### config.mk
export PLATFORM = sky130hd
export DESIGN_NAME = svwd_top
export DESIGN_NICKNAME = d
export VERILOG_FILES = /design/src/hdl/svwd_top.v /design/src/hdl/svwd_edge_sync.v
export VERILOG_INCLUDE_DIRS = /design/src /design/src/hdl
export SDC_FILE = /design/constraint.sdc
export NUM_CORES = 1
export LEC_CHECK = 0
export BUFFER_PORTS_ARGS = -buffer_cell sky130_fd_sc_hd__buf_2
export CORE_MARGIN = 2
export CORE_UTILIZATION = 55
export CTS_CLUSTER_DIAMETER = 120
export DETAILED_ROUTE_END_ITERATION = 10
export PLACE_DENSITY = 0.84
export SYNTH_ARGS = -nofsm -noshare
export SYNTH_HDL_FRONTEND = slang
export SYNTH_SLANG_ARGS = --single-unit
### constraint.sdc
create_clock -name sys_clk_i -period 3.7 [get_ports sys_clk_i]
set_clock_uncertainty 0.15 [all_clocks]
set_input_delay 0.74 -clock sys_clk_i [delete_from_list [all_inputs] [get_ports sys_clk_i]]
set_output_delay 0.74 -clock sys_clk_i [all_outputs]
set_load 0.01 [all_outputs]
### src/hdl/svwd_regs.vh
// constants for the supervisor watchdog, reset generator and chip-enable gate
// Summary of operation
// - missed kick: reset pulse of 50 ms, or 200 ms on long-pulse variant.
// - kick idle: repeat reset pulse after each timeout (1.6 s or 100 ms by strap) until a new kick edge.
// - on timeout expired flag goes low, stays low until next kick edge.
// - floating kick input disables watchdog, no timeout resets.
// - reset output held asserted while supply-low indication is present.
// - after supply recovers, reset held a further 50 ms or 200 ms.
// - active-high reset output is always complement of active-low reset.
// - supply good: gated memory select follows memory select input.
// - supply low: gated memory select forced high whatever its input.
// - backup active: gated memory select held high.
// - power-fail warning low whenever sense comparator reports below 1.3 V.
// - timebase select low uses external timebase pin, high uses internal oscillator.
// - internal oscillator: timeout 100 ms or 1.6 s by timebase strap.
// - external clock: timeout 1024, first 4096, pulse 512 or 2048 clocks.
// - expired flag forced high whenever supply is below threshold.
// - backup: ignore kick, select, timebase; hold reset and warning low.
`ifndef SVWD_REGS_VH
`define SVWD_REGS_VH
`define SVWD_CLK_HZ         20000000
`define SVWD_T_LONG_MS      1600
`define SVWD_T_SHORT_MS     100
`define SVWD_PULSE_STD_MS   50
`define SVWD_PULSE_LONG_MS  200
`define SVWD_EXT_TIMEOUT    1024
`define SVWD_EXT_FIRST      4096
`define SVWD_EXT_PULSE_STD  512
`define SVWD_EXT_PULSE_LONG 2048
`define SVWD_ST_IDLE        2'h0
`define SVWD_ST_WAIT        2'h1
`define SVWD_ST_PULSE       2'h2
`define SVWD_A_STATUS       4'h0
`define SVWD_A_MASK         4'h1
`define SVWD_A_STATE        4'h2
`endif

### src/hdl/svwd_top.v
// supervisor: watchdog, power reset stretch, memory select gate, power-fail warning
`timescale 1ns/10ps
`include "svwd_regs.vh"
module svwd_top
#(
   parameter LONG_PULSE   = 0,
   parameter T_LONG_CYC   = `SVWD_T_LONG_MS * (`SVWD_CLK_HZ / 1000),
   parameter T_SHORT_CYC  = `SVWD_T_SHORT_MS * (`SVWD_CLK_HZ / 1000),
   parameter P_STD_CYC    = `SVWD_PULSE_STD_MS * (`SVWD_CLK_HZ / 1000),
   parameter P_LONG_CYC   = `SVWD_PULSE_LONG_MS * (`SVWD_CLK_HZ / 1000),
   parameter CW           = 26
)
(
   input  wire sys_clk_i,
   input  wire reset_n_i,
   input  wire clk_en_i,
   input  wire watchdog_kick_in_i,
   input  wire kick_floating_i,
   input  wire supply_low_i,
   input  wire backup_active_i,
   input  wire power_fail_sense_in_i,
   input  wire mem_select_in_n_i,
   input  wire timebase_select_i,
   input  wire timebase_input_i,
   input  wire timebase_strap_short_i,
   output wire reset_n_o,
   output wire reset_o,
   output wire watchdog_expired_n_o,
   output wire power_fail_warn_n_o,
   output wire mem_select_gated_n_o,
   output wire irq_o,
   input  wire [3:0] reg_addr_i,
   input  wire [7:0] reg_wdata_i,
   input  wire reg_wr_i,
   input  wire reg_rd_i,
   output reg  [7:0] reg_rdata_o
);
   ////////////////////////////////////////////////////////////////////
   // register offsets
   localparam [3:0] A_STATUS = `SVWD_A_STATUS;
   localparam [3:0] A_MASK   = `SVWD_A_MASK;
   localparam [3:0] A_STATE  = `SVWD_A_STATE;
   // 32-bit copies, cut to the counter width on purpose
   localparam [31:0] W_LONG  = T_LONG_CYC;
   localparam [31:0] W_SHORT = T_SHORT_CYC;
   localparam [31:0] W_PSTD  = P_STD_CYC;
   localparam [31:0] W_PLONG = P_LONG_CYC;
   localparam [31:0] W_ETO   = `SVWD_EXT_TIMEOUT;
   localparam [31:0] W_EFST  = `SVWD_EXT_FIRST;
   localparam [31:0] W_EPS   = `SVWD_EXT_PULSE_STD;
   localparam [31:0] W_EPL   = `SVWD_EXT_PULSE_LONG;
   localparam [CW-1:0] C_LONG  = W_LONG[CW-1:0];
   localparam [CW-1:0] C_SHORT = W_SHORT[CW-1:0];
   localparam [CW-1:0] C_PSTD  = W_PSTD[CW-1:0];
   localparam [CW-1:0] C_PLONG = W_PLONG[CW-1:0];
   localparam [CW-1:0] C_ETO   = W_ETO[CW-1:0];
   localparam [CW-1:0] C_EFST  = W_EFST[CW-1:0];
   localparam [CW-1:0] C_EPS   = W_EPS[CW-1:0];
   localparam [CW-1:0] C_EPL   = W_EPL[CW-1:0];

   ////////////////////////////////////////////////////////////////////
   // input synchronisers
   wire kick_lvl;
   wire kick_edge;
   wire tb_lvl;
   wire tb_edge;
   wire tb_rise;
   svwd_edge_sync u_kick
   (
      .sys_clk_i (sys_clk_i),
      .reset_n_i (reset_n_i),
      .clk_en_i  (clk_en_i),
      .din_i     (watchdog_kick_in_i),
      .level_o   (kick_lvl),
      .edge_o    (kick_edge)
   );
   svwd_edge_sync u_tb
   (
      .sys_clk_i (sys_clk_i),
      .reset_n_i (reset_n_i),
      .clk_en_i  (clk_en_i),
      .din_i     (timebase_input_i),
      .level_o   (tb_lvl),
      .edge_o    (tb_edge)
   );
   assign tb_rise = tb_edge & tb_lvl;

   ////////////////////////////////////////////////////////////////////
   // timebase choice: external clock counts its rising edges
   wire ext_mode = ~timebase_select_i;
   wire tick     = ext_mode ? tb_rise : clk_en_i;
   wire svc_evt  = kick_edge & ~kick_floating_i & ~backup_active_i;
   wire wd_on    = ~kick_floating_i & ~backup_active_i & ~supply_low_i;

   reg  [1:0]    state_q;
   reg  [CW-1:0] cnt_q;
   reg           first_q;
   reg           expired_q;
   reg  [CW-1:0] pwr_cnt_q;
   reg           pwr_hold_q;

   // timeout and pulse lengths per mode
   wire [CW-1:0] int_to  = timebase_strap_short_i ? C_SHORT : C_LONG;
   wire [CW-1:0] to_len  = ext_mode ? (first_q ? C_EFST : C_ETO) : int_to;
   wire [CW-1:0] int_pl  = (LONG_PULSE != 0) ? C_PLONG : C_PSTD;
   wire [CW-1:0] ext_pl  = (LONG_PULSE != 0) ? C_EPL : C_EPS;
   wire [CW-1:0] pl_len  = ext_mode ? ext_pl : int_pl;
   wire          to_evt  = (state_q == `SVWD_ST_WAIT) & tick & (cnt_q + 1'b1 >= to_len);

   ////////////////////////////////////////////////////////////////////
   // watchdog state machine
   always @(posedge sys_clk_i)
   begin
      if (!reset_n_i)
      begin
         state_q   <= `SVWD_ST_IDLE;
         cnt_q     <= {CW{1'b0}};
         first_q   <= 1'b1;
         expired_q <= 1'b0;
      end
      else if (clk_en_i)
      begin
         if (!wd_on)
         begin
            state_q   <= `SVWD_ST_IDLE;
            cnt_q     <= {CW{1'b0}};
            first_q   <= 1'b1;
            if (supply_low_i | backup_active_i)
               expired_q <= 1'b0;
         end
         else if (svc_evt)
         begin
            // restart count, release expired flag
            state_q   <= `SVWD_ST_WAIT;
            cnt_q     <= {CW{1'b0}};
            expired_q <= 1'b0;
            if (state_q != `SVWD_ST_IDLE)
               first_q <= 1'b0;
         end
         else
         begin
            case (state_q)
               `SVWD_ST_IDLE:
               begin
                  state_q <= `SVWD_ST_WAIT;
                  cnt_q   <= {CW{1'b0}};
               end
               `SVWD_ST_WAIT:
               begin
                  if (to_evt)
                  begin
                     state_q   <= `SVWD_ST_PULSE;
                     cnt_q     <= {CW{1'b0}};
                     expired_q <= 1'b1;
                  end
                  else if (tick)
                     cnt_q <= cnt_q + 1'b1;
               end
               `SVWD_ST_PULSE:
               begin
                  if (tick & (cnt_q + 1'b1 >= pl_len))
                  begin
                     state_q <= `SVWD_ST_WAIT;
                     cnt_q   <= {CW{1'b0}};
                     first_q <= 1'b0;
                  end
                  else if (tick)
                     cnt_q <= cnt_q + 1'b1;
               end
               default:
               begin
                  state_q <= `SVWD_ST_IDLE;
                  cnt_q   <= {CW{1'b0}};
               end
            endcase
         end
      end
   end

   ////////////////////////////////////////////////////////////////////
   // power reset: hold while low, stretch after recovery
   always @(posedge sys_clk_i)
   begin
      if (!reset_n_i)
      begin
         pwr_hold_q <= 1'b1;
         pwr_cnt_q  <= {CW{1'b0}};
      end
      else if (clk_en_i)
      begin
         if (supply_low_i | backup_active_i)
         begin
            pwr_hold_q <= 1'b1;
            pwr_cnt_q  <= {CW{1'b0}};
         end
         else if (pwr_hold_q)
         begin
            if (pwr_cnt_q + 1'b1 >= int_pl)
               pwr_hold_q <= 1'b0;
            else
               pwr_cnt_q <= pwr_cnt_q + 1'b1;
         end
      end
   end

   ////////////////////////////////////////////////////////////////////
   // output pins
   wire rst_act = pwr_hold_q | (state_q == `SVWD_ST_PULSE);
   assign reset_n_o = ~rst_act;
   assign reset_o   = rst_act;
   assign watchdog_expired_n_o = ~expired_q;
   assign power_fail_warn_n_o  = ~(power_fail_sense_in_i | backup_active_i);
   assign mem_select_gated_n_o = mem_select_in_n_i | supply_low_i | backup_active_i;

   ////////////////////////////////////////////////////////////////////
   // interrupt status: bit0 timeout, bit1 supply low, bit2 power-fail
   reg  [2:0] sts_q;
   reg  [2:0] mask_q;
   reg        exp_d1_q;
   reg        low_d1_q;
   reg        pf_d1_q;
   wire [2:0] evt = {power_fail_sense_in_i & ~pf_d1_q,
                     supply_low_i & ~low_d1_q,
                     expired_q & ~exp_d1_q};
   wire       wr_sts = reg_wr_i & (reg_addr_i == A_STATUS);
   always @(posedge sys_clk_i)
   begin
      if (!reset_n_i)
      begin
         sts_q       <= 3'h0;
         mask_q      <= 3'h0;
         exp_d1_q    <= 1'b0;
         low_d1_q    <= 1'b0;
         pf_d1_q     <= 1'b0;
         reg_rdata_o <= 8'h00;
      end
      else if (clk_en_i)
      begin
         exp_d1_q <= expired_q;
         low_d1_q <= supply_low_i;
         pf_d1_q  <= power_fail_sense_in_i;
         // set wins over write-one clear
         sts_q <= (sts_q & ~(wr_sts ? reg_wdata_i[2:0] : 3'h0)) | evt;
         if (reg_wr_i & (reg_addr_i == A_MASK))
            mask_q <= reg_wdata_i[2:0];
         reg_rdata_o <= 8'h00;
         if (reg_rd_i)
         begin
            case (reg_addr_i)
               A_STATUS: reg_rdata_o <= {5'h00, sts_q};
               A_MASK:   reg_rdata_o <= {5'h00, mask_q};
               A_STATE:  reg_rdata_o <= {2'h0, first_q, rst_act, expired_q, state_q, wd_on};
               default:  reg_rdata_o <= 8'h00;
            endcase
         end
      end
   end
   assign irq_o = |(sts_q & mask_q);
endmodule

### src/hdl/svwd_edge_sync.v
// two-stage synchroniser with edge detect for one input
`timescale 1ns/10ps
module svwd_edge_sync
(
   input  wire sys_clk_i,
   input  wire reset_n_i,
   input  wire clk_en_i,
   input  wire din_i,
   output wire level_o,
   output wire edge_o
);
   reg meta_q;
   reg sync_q;
   reg last_q;
   // first stage read only by second stage
   always @(posedge sys_clk_i)
   begin
      if (!reset_n_i)
      begin
         meta_q <= 1'b0;
         sync_q <= 1'b0;
         last_q <= 1'b0;
      end
      else if (clk_en_i)
      begin
         meta_q <= din_i;
         sync_q <= meta_q;
         last_q <= sync_q;
      end
   end
   assign level_o = sync_q;
   assign edge_o  = clk_en_i & (sync_q ^ last_q);
endmodule

; ---- Word-level counts from Yosys, hierarchy flattened
; Index checks and enable logic that the tools add are counted.
; W data, S select, Z words.
[word_totals]
ff_bits = 80
input_bits = 26
[classes]
add_sub_neg = 2
order_cmp = 3
n_eq_ne = 12
mux = 35
bitwise_logic = 35
n_reduce_logical = 11
[op_table]
columns = op, count
row1 = $mux W26, 8
row2 = $add A26 B1 Y26 const B, 2
row3 = $pmux W26 S2, 1
row4 = $mux W25, 2
row5 = $ge A26 B20 Y1, 1
row6 = $ge A26 B20 Y1 const B, 1
row7 = $ge A26 B25 Y1, 1
row8 = $mux W20, 1
row9 = $pmux W6 S3, 1
row10 = $and A1 B1 Y1, 15
row11 = $ne A3 B2 Y1 const B, 5
row12 = $mux W1, 14
row13 = $mux W13, 1
row14 = $not A1 Y1, 9
row15 = $mux W2, 4
row16 = $ne A4 B4 Y1 const B, 2
row17 = $reduce_and A4 Y1, 2
row18 = $and A3 B3 Y3, 2
row19 = $mux W6, 1
row20 = $pmux W2 S3, 1
row21 = $reduce_and A3 Y1, 2
row22 = $reduce_bool A2 Y1, 3
row23 = $or A1 B1 Y1, 5
row24 = $eq A4 B1 Y1 const B, 1
row25 = other kinds (12), 13

; ---- Longest topological paths before layout
; Gate-level depths: netlist of the first run.
[depth]
depth_word = 10
depth_mapped = 18
ltp_nobuf = 14

; ---- By module
; From an unflattened synthesis of the first run, not the netlist that was laid out.
[hier_totals]
cells_unflattened = 667
hier_area_um2 = 5258.8
[by_module_without_submodules]
columns = module, instances, cells_per_inst, area_each_um2
row1 = svwd_top, 1, 645, 5008.6
row2 = svwd_edge_sync, 2, 11, 125.1

; ---- Worst setup path after synthesis of the first run
; No wires, ideal clock.
[synth_timing]
path_type = reg2reg
startpoint = register cnt_q[3]
endpoint = register cnt_q[14]
arrival_time_ns = 3.354
slack_ns = 0.137
stages_incl_launch_ff = 16
path_buffers = 3
synth_period_minus_slack_ns = 3.563
cell_sequence = dfxtp_1 > buf_2 > and4_1 > buf_2 > nand4_2 > o31a_1 > or2_2 > ha_1 > a21o_1 > a2111oi_0 > o22a_1 > nand3_2 > o22ai_4 > and3_1 > buf_6 > a22o_1
[synth_between]
elab_chain_cells = 7
[synth_rtl]
columns = item, line_no
row1 = "start, declared", svwd_top.v:96  ; reg [CW-1:0] cnt_q;
row2 = "start signal, assigned", svwd_top.v:117  ; cnt_q <= {CW{1'b0}};
row3 = "start signal, assigned", svwd_top.v:126  ; cnt_q <= {CW{1'b0}};
row4 = "start signal, assigned", svwd_top.v:135  ; cnt_q <= {CW{1'b0}};
row5 = $add A26 B1 Y26 (*), n/a
row6 = $ge A26 B20 Y1 or $ge A26 B25 Y1 (tied branches), "svwd_top.v:161, svwd_top.v:108"
row7 = "$and A1 B1 Y1, on equally long branches", "svwd_top.v:161, svwd_top.v:108"
row8 = "$mux W26, on equally long branches", "svwd_top.v:161, svwd_top.v:150"
row9 = $pmux W26 S2 (*), svwd_top.v:142  ; case (state_q)
row10 = $mux W26 (*), svwd_top.v:131  ; else if (svc_evt)
row11 = $mux W26 (*), svwd_top.v:123  ; if (!wd_on)
; Every way passes the cells marked *; elsewhere a longest branch is shown, timed or not.
; A chain may end at the register's enable or synchronous reset.

; ---- Worst setup path in the final report of the first run
[layout_timing]
startpoint = register cnt_q[5]
endpoint = register cnt_q[19]
; The elaborated chain is that of the path after synthesis.

==> results_dict.tcl, run 1 <==
set metrics [dict create \
    finalCritPeriodShare 0.976 \
    finalMaxSlewViolations 0 \
    ys_async_sr_fraction 0 \
    nets 780 \
    cp_common_cell "buf_4" \
    ys_warn_count 0 \
    pre_cts_ws_ps -19.8 \
    start_util 0.572 \
    gp_congestion 0.920 \
    r2r_slack_ps 90 \
    comb_power_share 0.093 \
    synth_cells 666 \
    ir_worst_vdd_uv 267 \
    ys_seq_elements 78 \
    ys_types 65 \
    worst_hold_slack_ps 331 \
    antenna_cells 0 \
    holdCritPathClass "flop to flop" \
    die_area_um2 10500 \
    grt_pass1_wl_um 23300 \
    first_pass_iters 5 \
    wl_per_cell_um 16.5 \
    final_cells 863 \
    die_h_um 102 \
    synth.most_common_cell "dfxtp_1" \
    grt_pass1_vias 5075 \
    slew_headroom 0.589 \
    cp_max_fo 10 \
    drive_gt1_frac 0.204 \
    h-tree-depth 3 \
    p_seq_frac 0.484 \
    swShare 0.262 \
    setup_viol 0 \
    cp.required_ps 3800 \
    cap_violations 0 \
    area_growth_pct 18.2 \
    endpoint_kind "flop" \
    grt_max_degree 51 \
    final_hold_viol_count 0 \
    leakage_nw 2.44 \
    yosysTopAreaCellShare 0.294 \
    arrival_ps 3710 \
    drc_errors 0 \
    via_count 5299 \
    criticalPathCategory "flop to flop" \
    tns_ps 0 \
    syn_avg_cell_area_um2 7.97 \
    synth.largest_area_cell "dfxtp_1" \
    yosys-top-cells-count "78 x dfxtp_1, 60 x nand2_1, 49 x nor2_1" \
    grt-ovfl-total 0 \
    coreArea_um2 9280 \
    clockRootBuffer "clkbuf_8" \
    finish.utilization 0.675 \
    cts.path.max_buffers 2 \
    rows 35 \
    grt_use_met1 0.345 \
    track_usage 0.278 \
    clock_sinks 78 \
    place.port_buffers 32 \
    setup_slack_ps 88.2 \
    placed_cells 846 \
    syn-cell-area_um2 5310 \
    cp-start-kind "flop" \
    max_freq_mhz 277 \
    worst_slew_pin_slew_ps 611 \
    max_stage_delay_ps 340 \
    crit_slowest_cell "dfxtp_1" \
    power_switching_mw 0.462 \
    path_cells "and4_4 -> buf_4 -> nand4_1 -> xor2_1 -> inv_1 -> ha_1 -> nand3_1 -> nor4b_2 -> nor4bb_1 -> buf_4 -> o2111ai_1 -> nand3_2 -> o22ai_4 -> a31o_1 -> buf_12 -> a22o_1" \
    hpwl_um 10100 \
    synth_area_leaders "dfxtp_1 29%, ha_1 5.9%, nand2_1 4.2%" \
    finalCriticalPeriod_ps 3610 \
    via_per_inst 6.14 \
    use_met2 0.477 \
    clockPowerShare 0.423 \
    use_met3 0.0479 \
    busiest_layer "met2" \
    p_per_area_nw_per_um2 281 \
    dieWidth_um 102 \
    antenna_found_initial 0 \
    postRouteAntennaNets 0 \
    synthFlopType "dfxtp_1" \
    seq_area_frac_synth 0.294 \
    p_int_mw 1.30 \
    synth_edf_count 0 \
    wl_um 14200 \
    path_clk_slew_ps 100 \
    cts_buffers 9 \
    ios 40 \
    clkLatencyLatePin_ps 360 \
    status "completed" \
    cts_tree "done" \
    drtIter0Drc 263 \
]
critical path, delay by kind of cell (launching register included):
| kind | cells | cell delay [ps] |
|---|---|---|
| AND/OR/NAND/NOR | 6 | 1210 |
| XOR/XNOR | 1 | 230 |
| flip-flops | 1 | 340 |
| AO/OA/AOI/OAI | 4 | 680 |
| buffers and inverters | 4 | 580 |
| adder cells (fa/ha/maj) | 1 | 310 |
path summary, 6_finish.rpt:
kind / start / end / cells after the start
min reg2reg: reg_rdata_o[3]$_SDFFE_PN0P_ / reg_rdata_o[3]$_SDFFE_PN0P_ / 2
max: cnt_q[5]$_SDFFE_PN0P_ / cnt_q[19]$_SDFFE_PN0P_ / 16
max reg2reg: cnt_q[5]$_SDFFE_PN0P_ / cnt_q[19]$_SDFFE_PN0P_ / 16
min: reg_rdata_o[3]$_SDFFE_PN0P_ / reg_rdata_o[3]$_SDFFE_PN0P_ / 2
cell usage in the layout, fill, tap and decap left out, types with 4 or more instances in the layout:
master	synthesis	layout
nor2_1	49	48
nor2b_1	18	18
clkbuf_8	0	9
inv_1	21	21
a22o_1	9	9
nand2_1	60	60
buf_4	6	62
nand4_1	22	22
or2_2	8	8
nor4_1	19	16
nand4b_1	4	4
a21oi_1	22	20
nand3_1	38	37
o31a_1	5	5
nor3b_1	5	4
a21boi_0	24	24
xor2_1	13	13
o21a_1	6	6
o211ai_1	9	9
mux2i_1	15	15
buf_2	13	32
and4_1	9	5
and2_1	6	4
o21ai_0	39	39
ha_1	25	23
and3_1	17	16
xnor2_1	17	16
or4_1	14	14
or3_1	7	7
dfxtp_1	78	78
nor3_1	13	13
a31oi_1	5	5
power groups by stage:
stage	Sequential [mW]	Combinational, mW	Clock [mW]
after floorplan	0.871	0.0976	0
final	0.852	0.163	0.745
after detailed placement	0.872	0.154	0
after CTS	0.852	0.157	0.756
after global placement	0.871	0.148	0
after global routing	0.853	0.178	0.792
registers in the layout, summed over array words and instances, names as in the netlist, 2 cells and up:
signal       cells
pwr_cnt_q       26
sts_q            3
reg_rdata_o      6
mask_q           3
state_q          2
cnt_q           26
cell families after synthesis:
group	synth area share
buffers and inverters	0.0554
AO/OA/AOI/OAI	0.190
other	0.000707
XOR/XNOR	0.0538
AND/OR/NAND/NOR	0.317
flip-flops	0.294
adder cells (fa/ha/maj)	0.0589
multiplexers	0.0304
final cells by class:
cell class              count  area (um2)
clock buffers               9         124
clock inverters             7         105
fillers                   775        3010
inverters                  21        78.8
multi-input cells         523        3570
flip-flops and latches     78        1560
well taps                 129         161
repair buffers             96         666
through the flow:
stage / total power [mW] / instance area (um2)
2_1_floorplan: 0.968 / 5310
3_3_place_gp: 1.02 / 5920
3_5_place_dp: 1.03 / 5920
4_1_cts: 1.76 / 6160
5_1_grt: 1.82 / 6270
6_report: 1.76 / 6270
routing by layer:
layer	vias to the layer above	routed length, um
met5	-	0
met4	0	432
met3	36	816
met2	172	6990
met1	2523	5980
li1	2568	-
what timing repair did:
item,in CTS,in global routing
pin swaps,0,6
resized for setup,4,23
hold buffers,0,0
endpoints found under the setup margin,12,28
buffers inserted,0,1
(Power assumes the default switching activity.)
==> run 2: changes to the inputs <==
ABC_AREA = 1   (was default)
CORE_UTILIZATION = 56   (was 55)
PLACE_DENSITY = 0.85   (was 0.84)
==> run 2 against run 1 <==
Effect of this change:
- register-to-register slack better by 180 ps
- highest routed layer unchanged
- flip-flop and latch count stayed put
- clock power is 23% lower
- via count is 12% higher
- first-iteration DRC count is 68% higher
- non-clock buffer count is 34 lower
- critical endpoint is now cnt_q[17]$_SDFFE_PN0P_
- global-route usage is 2.3 points lower
- routed wire length is 0.65% higher
- critical path type unchanged
==> results_dict.tcl, run 2 <==
set metrics [dict create \
    ys_async_sr_fraction 0 \
    drtIter0Drc 443 \
    synthMuxAreaShare 0 \
    yosys.area_share.adder 0.0537 \
    setup_viol 0 \
    syn_avg_cell_area_um2 6.40 \
    multi_input_area_um2 3790 \
    coreArea_um2 10200 \
    dpl-instance-area_um2 6150 \
    cp-start-kind "flop" \
    first_pass_iters 5 \
    die_area_um2 11200 \
    synth_area_leaders "dfxtp_1 27%, nand2_1 15%, nand3_1 7.7%" \
    status "completed" \
    endpoint_kind "flop" \
    grt_max_degree 43 \
    power_mw 1.75 \
    synth_cells 909 \
    area_growth_pct 11.3 \
    cap_violations 0 \
    via_count 5953 \
    finalCritPeriodShare 0.927 \
    worstSetupStartpoint "cnt_q[1]$_SDFFE_PN0P_" \
    synth_top_family_by_area "simple AND/OR/NAND/NOR gates" \
    ys_warn_count 0 \
    max_freq_mhz 292 \
    synth.most_common_cell "nand2_1" \
    cts.path.max_buffers 2 \
    criticalPathCategory "flop to flop" \
    yosys-top-cells-count "229 x nand2_1, 109 x nor2_1, 96 x inv_1" \
    ios 40 \
    holdCritPathClass "flop to flop" \
    wl_um 14300 \
    grt_pass1_wl_um 23700 \
    rows 37 \
    path_clk_slew_ps 90 \
    antenna_found_initial 0 \
    clockRootBuffer "clkbuf_8" \
    seq_area_frac_synth 0.268 \
    r2r_slack_ps 270 \
    regArea_um2 1570 \
    dieWidth_um 106 \
    die_h_um 106 \
    synthSimpleGateAreaFrac 0.426 \
    drive_gt1_frac 0.176 \
    slew_headroom 0.542 \
    setup.worst_path.end "cnt_q[17]$_SDFFE_PN0P_" \
    synthFlopType "dfxtp_1" \
    antenna_cells 0 \
    p_per_area_nw_per_um2 270 \
    cts_tree "done" \
    leakage_nw 2.84 \
    hpwl_um 10100 \
    postRouteAntennaNets 0 \
    cts_buffers 9 \
    worst_slew_pin_slew_ps 686 \
    cp_max_fo 7 \
    layout_commonest_cell "nand2_1" \
    r2r_cells 26 \
    ys_seq_elements 78 \
    finalCriticalPeriod_ps 3430 \
    fin_area_um2 6480 \
    place.port_buffers 32 \
    drc_errors 0 \
    grt_pass1_vias 5257 \
    nets 1001 \
    arrival_ps 3510 \
    reg2reg_to "cnt_q[17]$_SDFFE_PN0P_" \
    syn-cell-area_um2 5820 \
    track_usage 0.255 \
    wl_per_cell_um 13.1 \
    cts_hold_buf 0 \
    via_per_inst 5.46 \
    synth.largest_area_cell "dfxtp_1" \
    synth_edf_count 0 \
    start_util 0.571 \
    clock_sinks 78 \
    regToRegStartpoint "cnt_q[1]$_SDFFE_PN0P_" \
    synth_compound_area_frac 0.120 \
    finalMaxSlewViolations 0 \
    h-tree-depth 3 \
    gp_congestion 0.960 \
    final_cell_mix "225 x nand2_1, 107 x nor2_1, 96 x inv_1, 89 x nand3_1, 73 x dfxtp_1" \
    fillCellCount 940 \
    clkLatencyLatePin_ps 360 \
    top_regs "cnt_q: 26 flops, pwr_cnt_q: 26 flops, reg_rdata_o: 6 flops" \
    grt-ovfl-total 0 \
    yosysTopAreaCellShare 0.268 \
    cp.required_ps 3780 \
    synth-xor-area-share 0.0376 \
    ys_types 43 \
    ir_worst_vdd_uv 231 \
    final_hold_viol_count 0 \
]
## run 2: how the worst min path moves through the flow
stage	startpoint	end	cells past startpoint
after floorplan	pwr_cnt_q[25]$_SDFFE_PN0P_	pwr_cnt_q[25]$_SDFFE_PN0P_	2
final	pwr_cnt_q[25]$_SDFFE_PN0P_	pwr_cnt_q[25]$_SDFFE_PN0P_	2
after CTS	pwr_cnt_q[25]$_SDFFE_PN0P_	pwr_cnt_q[25]$_SDFFE_PN0P_	2
after global placement	pwr_cnt_q[25]$_SDFFE_PN0P_	pwr_cnt_q[25]$_SDFFE_PN0P_	2
after global routing	reg_rdata_o[2]$_SDFFE_PN0P_	reg_rdata_o[2]$_SDFFE_PN0P_	2
after detailed placement	pwr_cnt_q[25]$_SDFFE_PN0P_	pwr_cnt_q[25]$_SDFFE_PN0P_	2
## run 2: critical path, stage by stage, from the launching register on
cell     delay [ps]
dfxtp_4         380
ha_4            140
nand2_2          60
inv_2            90
nand2_2          70
nor2_4          100
nand2_2          80
nor2_4          150
xor2_2          160
inv_1           100
ha_4            260
nand2_1          40
inv_1            70
nand2_1          50
nor2_1          100
nand3_1          80
nor2_1          130
nand4_1         120
nor2_1          160
nand3_1          90
nand4_1         150
nand2_2          90
nand2_2          80
nand2_4          90
buf_4           190
nand3_2          70
a21oi_2          60
## run 2: through the flow
step                hold WS, ps  TNS [ps]  setup WS, ps  instances  utilization
floorplan                   280         0           577        910            -
global placement            289         0          45.8       1067        0.604
detailed placement          295     -38.0         -15.1       1067        0.604
CTS                         306         0          14.9       1082        0.621
global route                340      -455         -46.7       1090        0.636
finish                      307         0           271       1090        0.636
## run 2: layout make-up
class | count | share of cell area
inverters | 101 | 0.0589
multi-input cells | 698 | 0.585
well taps | 136 | 0.0263
clock inverters | 5 | 0.00541
repair buffers | 62 | 0.0601
flip-flops and latches | 78 | 0.243
clock buffers | 10 | 0.0212
## run 2: report_power, final
| group | internal [mW] | total, mW | leakage, nW | switching (mW) |
|---|---|---|---|---|
| clock network | 0.259 | 0.575 | 0.0885 | 0.316 |
| registers | 0.866 | 0.893 | 0.639 | 0.0270 |
| logic | 0.0982 | 0.281 | 2.11 | 0.183 |
## run 2: cell families (layout without fill, tap and decap cells)
family / after synthesis / after routing
AOI/OAI and AO/OA: 115 / 115
other: 1 / 2
adders and majority gates: 25 / 25
xor gates and xnor gates: 25 / 25
and+or+nand+nor: 531 / 531
DFF: 78 / 78
buffers and inverters: 134 / 178
## run 2: repair_timing
| action | CTS | global route |
|---|---|---|
| setup buffers | 0 | 8 |
| pin swaps | 0 | 13 |
| gates resized for setup | 2 | 22 |
| endpoints found under the hold margin | 0 | 0 |
| setup endpoints to repair | 15 | 29 |
## run 2: layer usage
layer / GRT usage / vias up / part of all wire
met4: 0.0695 / 0 / 0.019
met3: 0.0356 / 25 / 0.059
met5: 0 / - / 0
li1: - / 3051 / -
met1: 0.344 / 2692 / 0.46
met2: 0.427 / 185 / 0.46
==> run 3: changes to the inputs <==
CTS_BUF_LIST = sky130_fd_sc_hd__clkbuf_16   (was default)
==> run 3 against run 2 <==
Effect of this change:
- cell count barely moved
- flip-flop and latch count did not move
- routed wire length fell by 0.17%
- register-to-register slack got worse by 20 ps
- fmax fell by 0.66%
- sequential share of layout area fell by 0.26 points
- utilization rose by 0.69 points
- largest power group unchanged
- die area did not move
- count of clock-buffer cells in the layout fell by 1
- setup slack got worse by 23 ps
- global-route usage rose by 0.42 points
- worst hold slack got worse by 3.3 ps
==> results_dict.tcl, run 3 (synthesized netlist as in run 2, its figures left out) <==
set metrics [dict create \
    path_clk_slew_ps 60 \
    grt-ovfl-total 0 \
    first_pass_iters 6 \
    coreArea_um2 10200 \
    antenna_found_initial 0 \
    max_freq_mhz 290 \
    grt_pass1_wl_um 24100 \
    track_usage 0.259 \
    worst_hold_slack_ps 304 \
    final_cells 1089 \
    via_count 5950 \
    max_stage_delay_ps 380 \
    clkLatencyLatePin_ps 330 \
    grt_pass1_vias 5354 \
    cts_buffers 9 \
    cap_violations 0 \
    die_area_um2 11200 \
    antenna_cells 0 \
    wl_um 14300 \
    p_per_area_nw_per_um2 301 \
    die_h_um 106 \
    h-tree-depth 3 \
    cts.path.max_buffers 2 \
    rows 37 \
    cts_hold_buf 0 \
    clock_sinks 78 \
    status "completed" \
    dieWidth_um 106 \
    leakage_nw 2.87 \
    drive_gt1_frac 0.173 \
    grt_max_degree 43 \
    drtIter0Drc 372 \
    arrival_ps 3500 \
    wl_per_cell_um 13.1 \
    drc_errors 0 \
    postRouteAntennaNets 0 \
    setup_viol 0 \
    cts_tree "done" \
    crit_slowest_cell "dfxtp_4" \
    holdCritPathClass "flop to flop" \
    final_hold_viol_count 0 \
    tns_ps 0 \
    cp_common_cell "nand2_2" \
    cp-start-kind "flop" \
    cp.required_ps 3740 \
    placed_cells 1067 \
    finalCriticalPeriod_ps 3450 \
    criticalPathCategory "flop to flop" \
    power_mw 1.97 \
    endpoint_kind "flop" \
    gp_congestion 0.960 \
    nets 1000 \
    ios 40 \
    finalCritPeriodShare 0.933 \
    area_growth_pct 12.5 \
    slew_headroom 0.541 \
    via_per_inst 5.46 \
    start_util 0.571 \
    final_cell_mix "225 x nand2_1, 107 x nor2_1, 95 x inv_1, 89 x nand3_1, 73 x dfxtp_1" \
    ir_worst_vdd_uv 301 \
    layout_commonest_cell "nand2_1" \
    worst_slew_pin_slew_ps 687 \
    cp_max_fo 8 \
    top_regs "cnt_q: 26 flops, pwr_cnt_q: 26 flops, reg_rdata_o: 6 flops" \
    finalMaxSlewViolations 0 \
    hpwl_um 10100 \
    clockRootBuffer "clkbuf_16" \
    place.port_buffers 32 \
]
-- run 3: layout make-up --
class                      instances  area, um2
tap                              136        170
fill                             906       3630
clock inverter                     6       38.8
inverter                         101        382
timing repair buffer              61        385
multi-input combinational        698       3780
sequential                        78       1570
clock buffer                       9        225
-- run 3: final timing paths --
check	from	end	slack (ps)	depth (start not counted)
max	cnt_q[0]$_SDFFE_PN0P_	cnt_q[3]$_SDFFE_PN0P_	250	26
min	pwr_cnt_q[25]$_SDFFE_PN0P_	pwr_cnt_q[25]$_SDFFE_PN0P_	300	2
max reg2reg	cnt_q[0]$_SDFFE_PN0P_	cnt_q[3]$_SDFFE_PN0P_	250	26
min reg2reg	pwr_cnt_q[25]$_SDFFE_PN0P_	pwr_cnt_q[25]$_SDFFE_PN0P_	300	2
-- run 3: worst max-delay path: cells and delay by family, from the launching register on --
kind	cells	cell delay [ps]
compound gates	1	80
xor+xnor	1	190
fa+ha+maj	2	400
buf+inv	4	390
flops	1	380
simple gates	18	1730
-- run 3: report_power, final --
| group | switching [mW] | leakage [nW] | internal (mW) |
|---|---|---|---|
| clock network | 0.346 | 0.129 | 0.449 |
| registers | 0.0275 | 0.639 | 0.868 |
| logic | 0.182 | 2.10 | 0.0983 |
-- run 3: through the flow --
stage	util	worst slack [ps]	cell area (um2)
2_1_floorplan	-	577	5820
3_3_place_gp	0.604	45.8	6150
3_5_place_dp	0.604	-15.1	6150
4_1_cts	0.631	21.4	6420
5_1_grt	0.643	-78.7	6550
6_report	0.643	249	6550
-- run 3: layer usage --
| metal | vias up | share of wire | GRT usage | wire, um |
|---|---|---|---|---|
| li1 | 3047 | - | - | - |
| met1 | 2676 | 0.45 | 0.346 | 6500 |
| met2 | 197 | 0.46 | 0.434 | 6630 |
| met3 | 30 | 0.061 | 0.0356 | 871 |
| met4 | 0 | 0.020 | 0.0827 | 289 |
| met5 | - | 0 | 0 | 0 |
-- run 3: timing repair --
item	CTS	global route
setup buffers	0	7
pin swaps	0	12
endpoints found under the setup margin	15	29
gates resized for setup	2	21
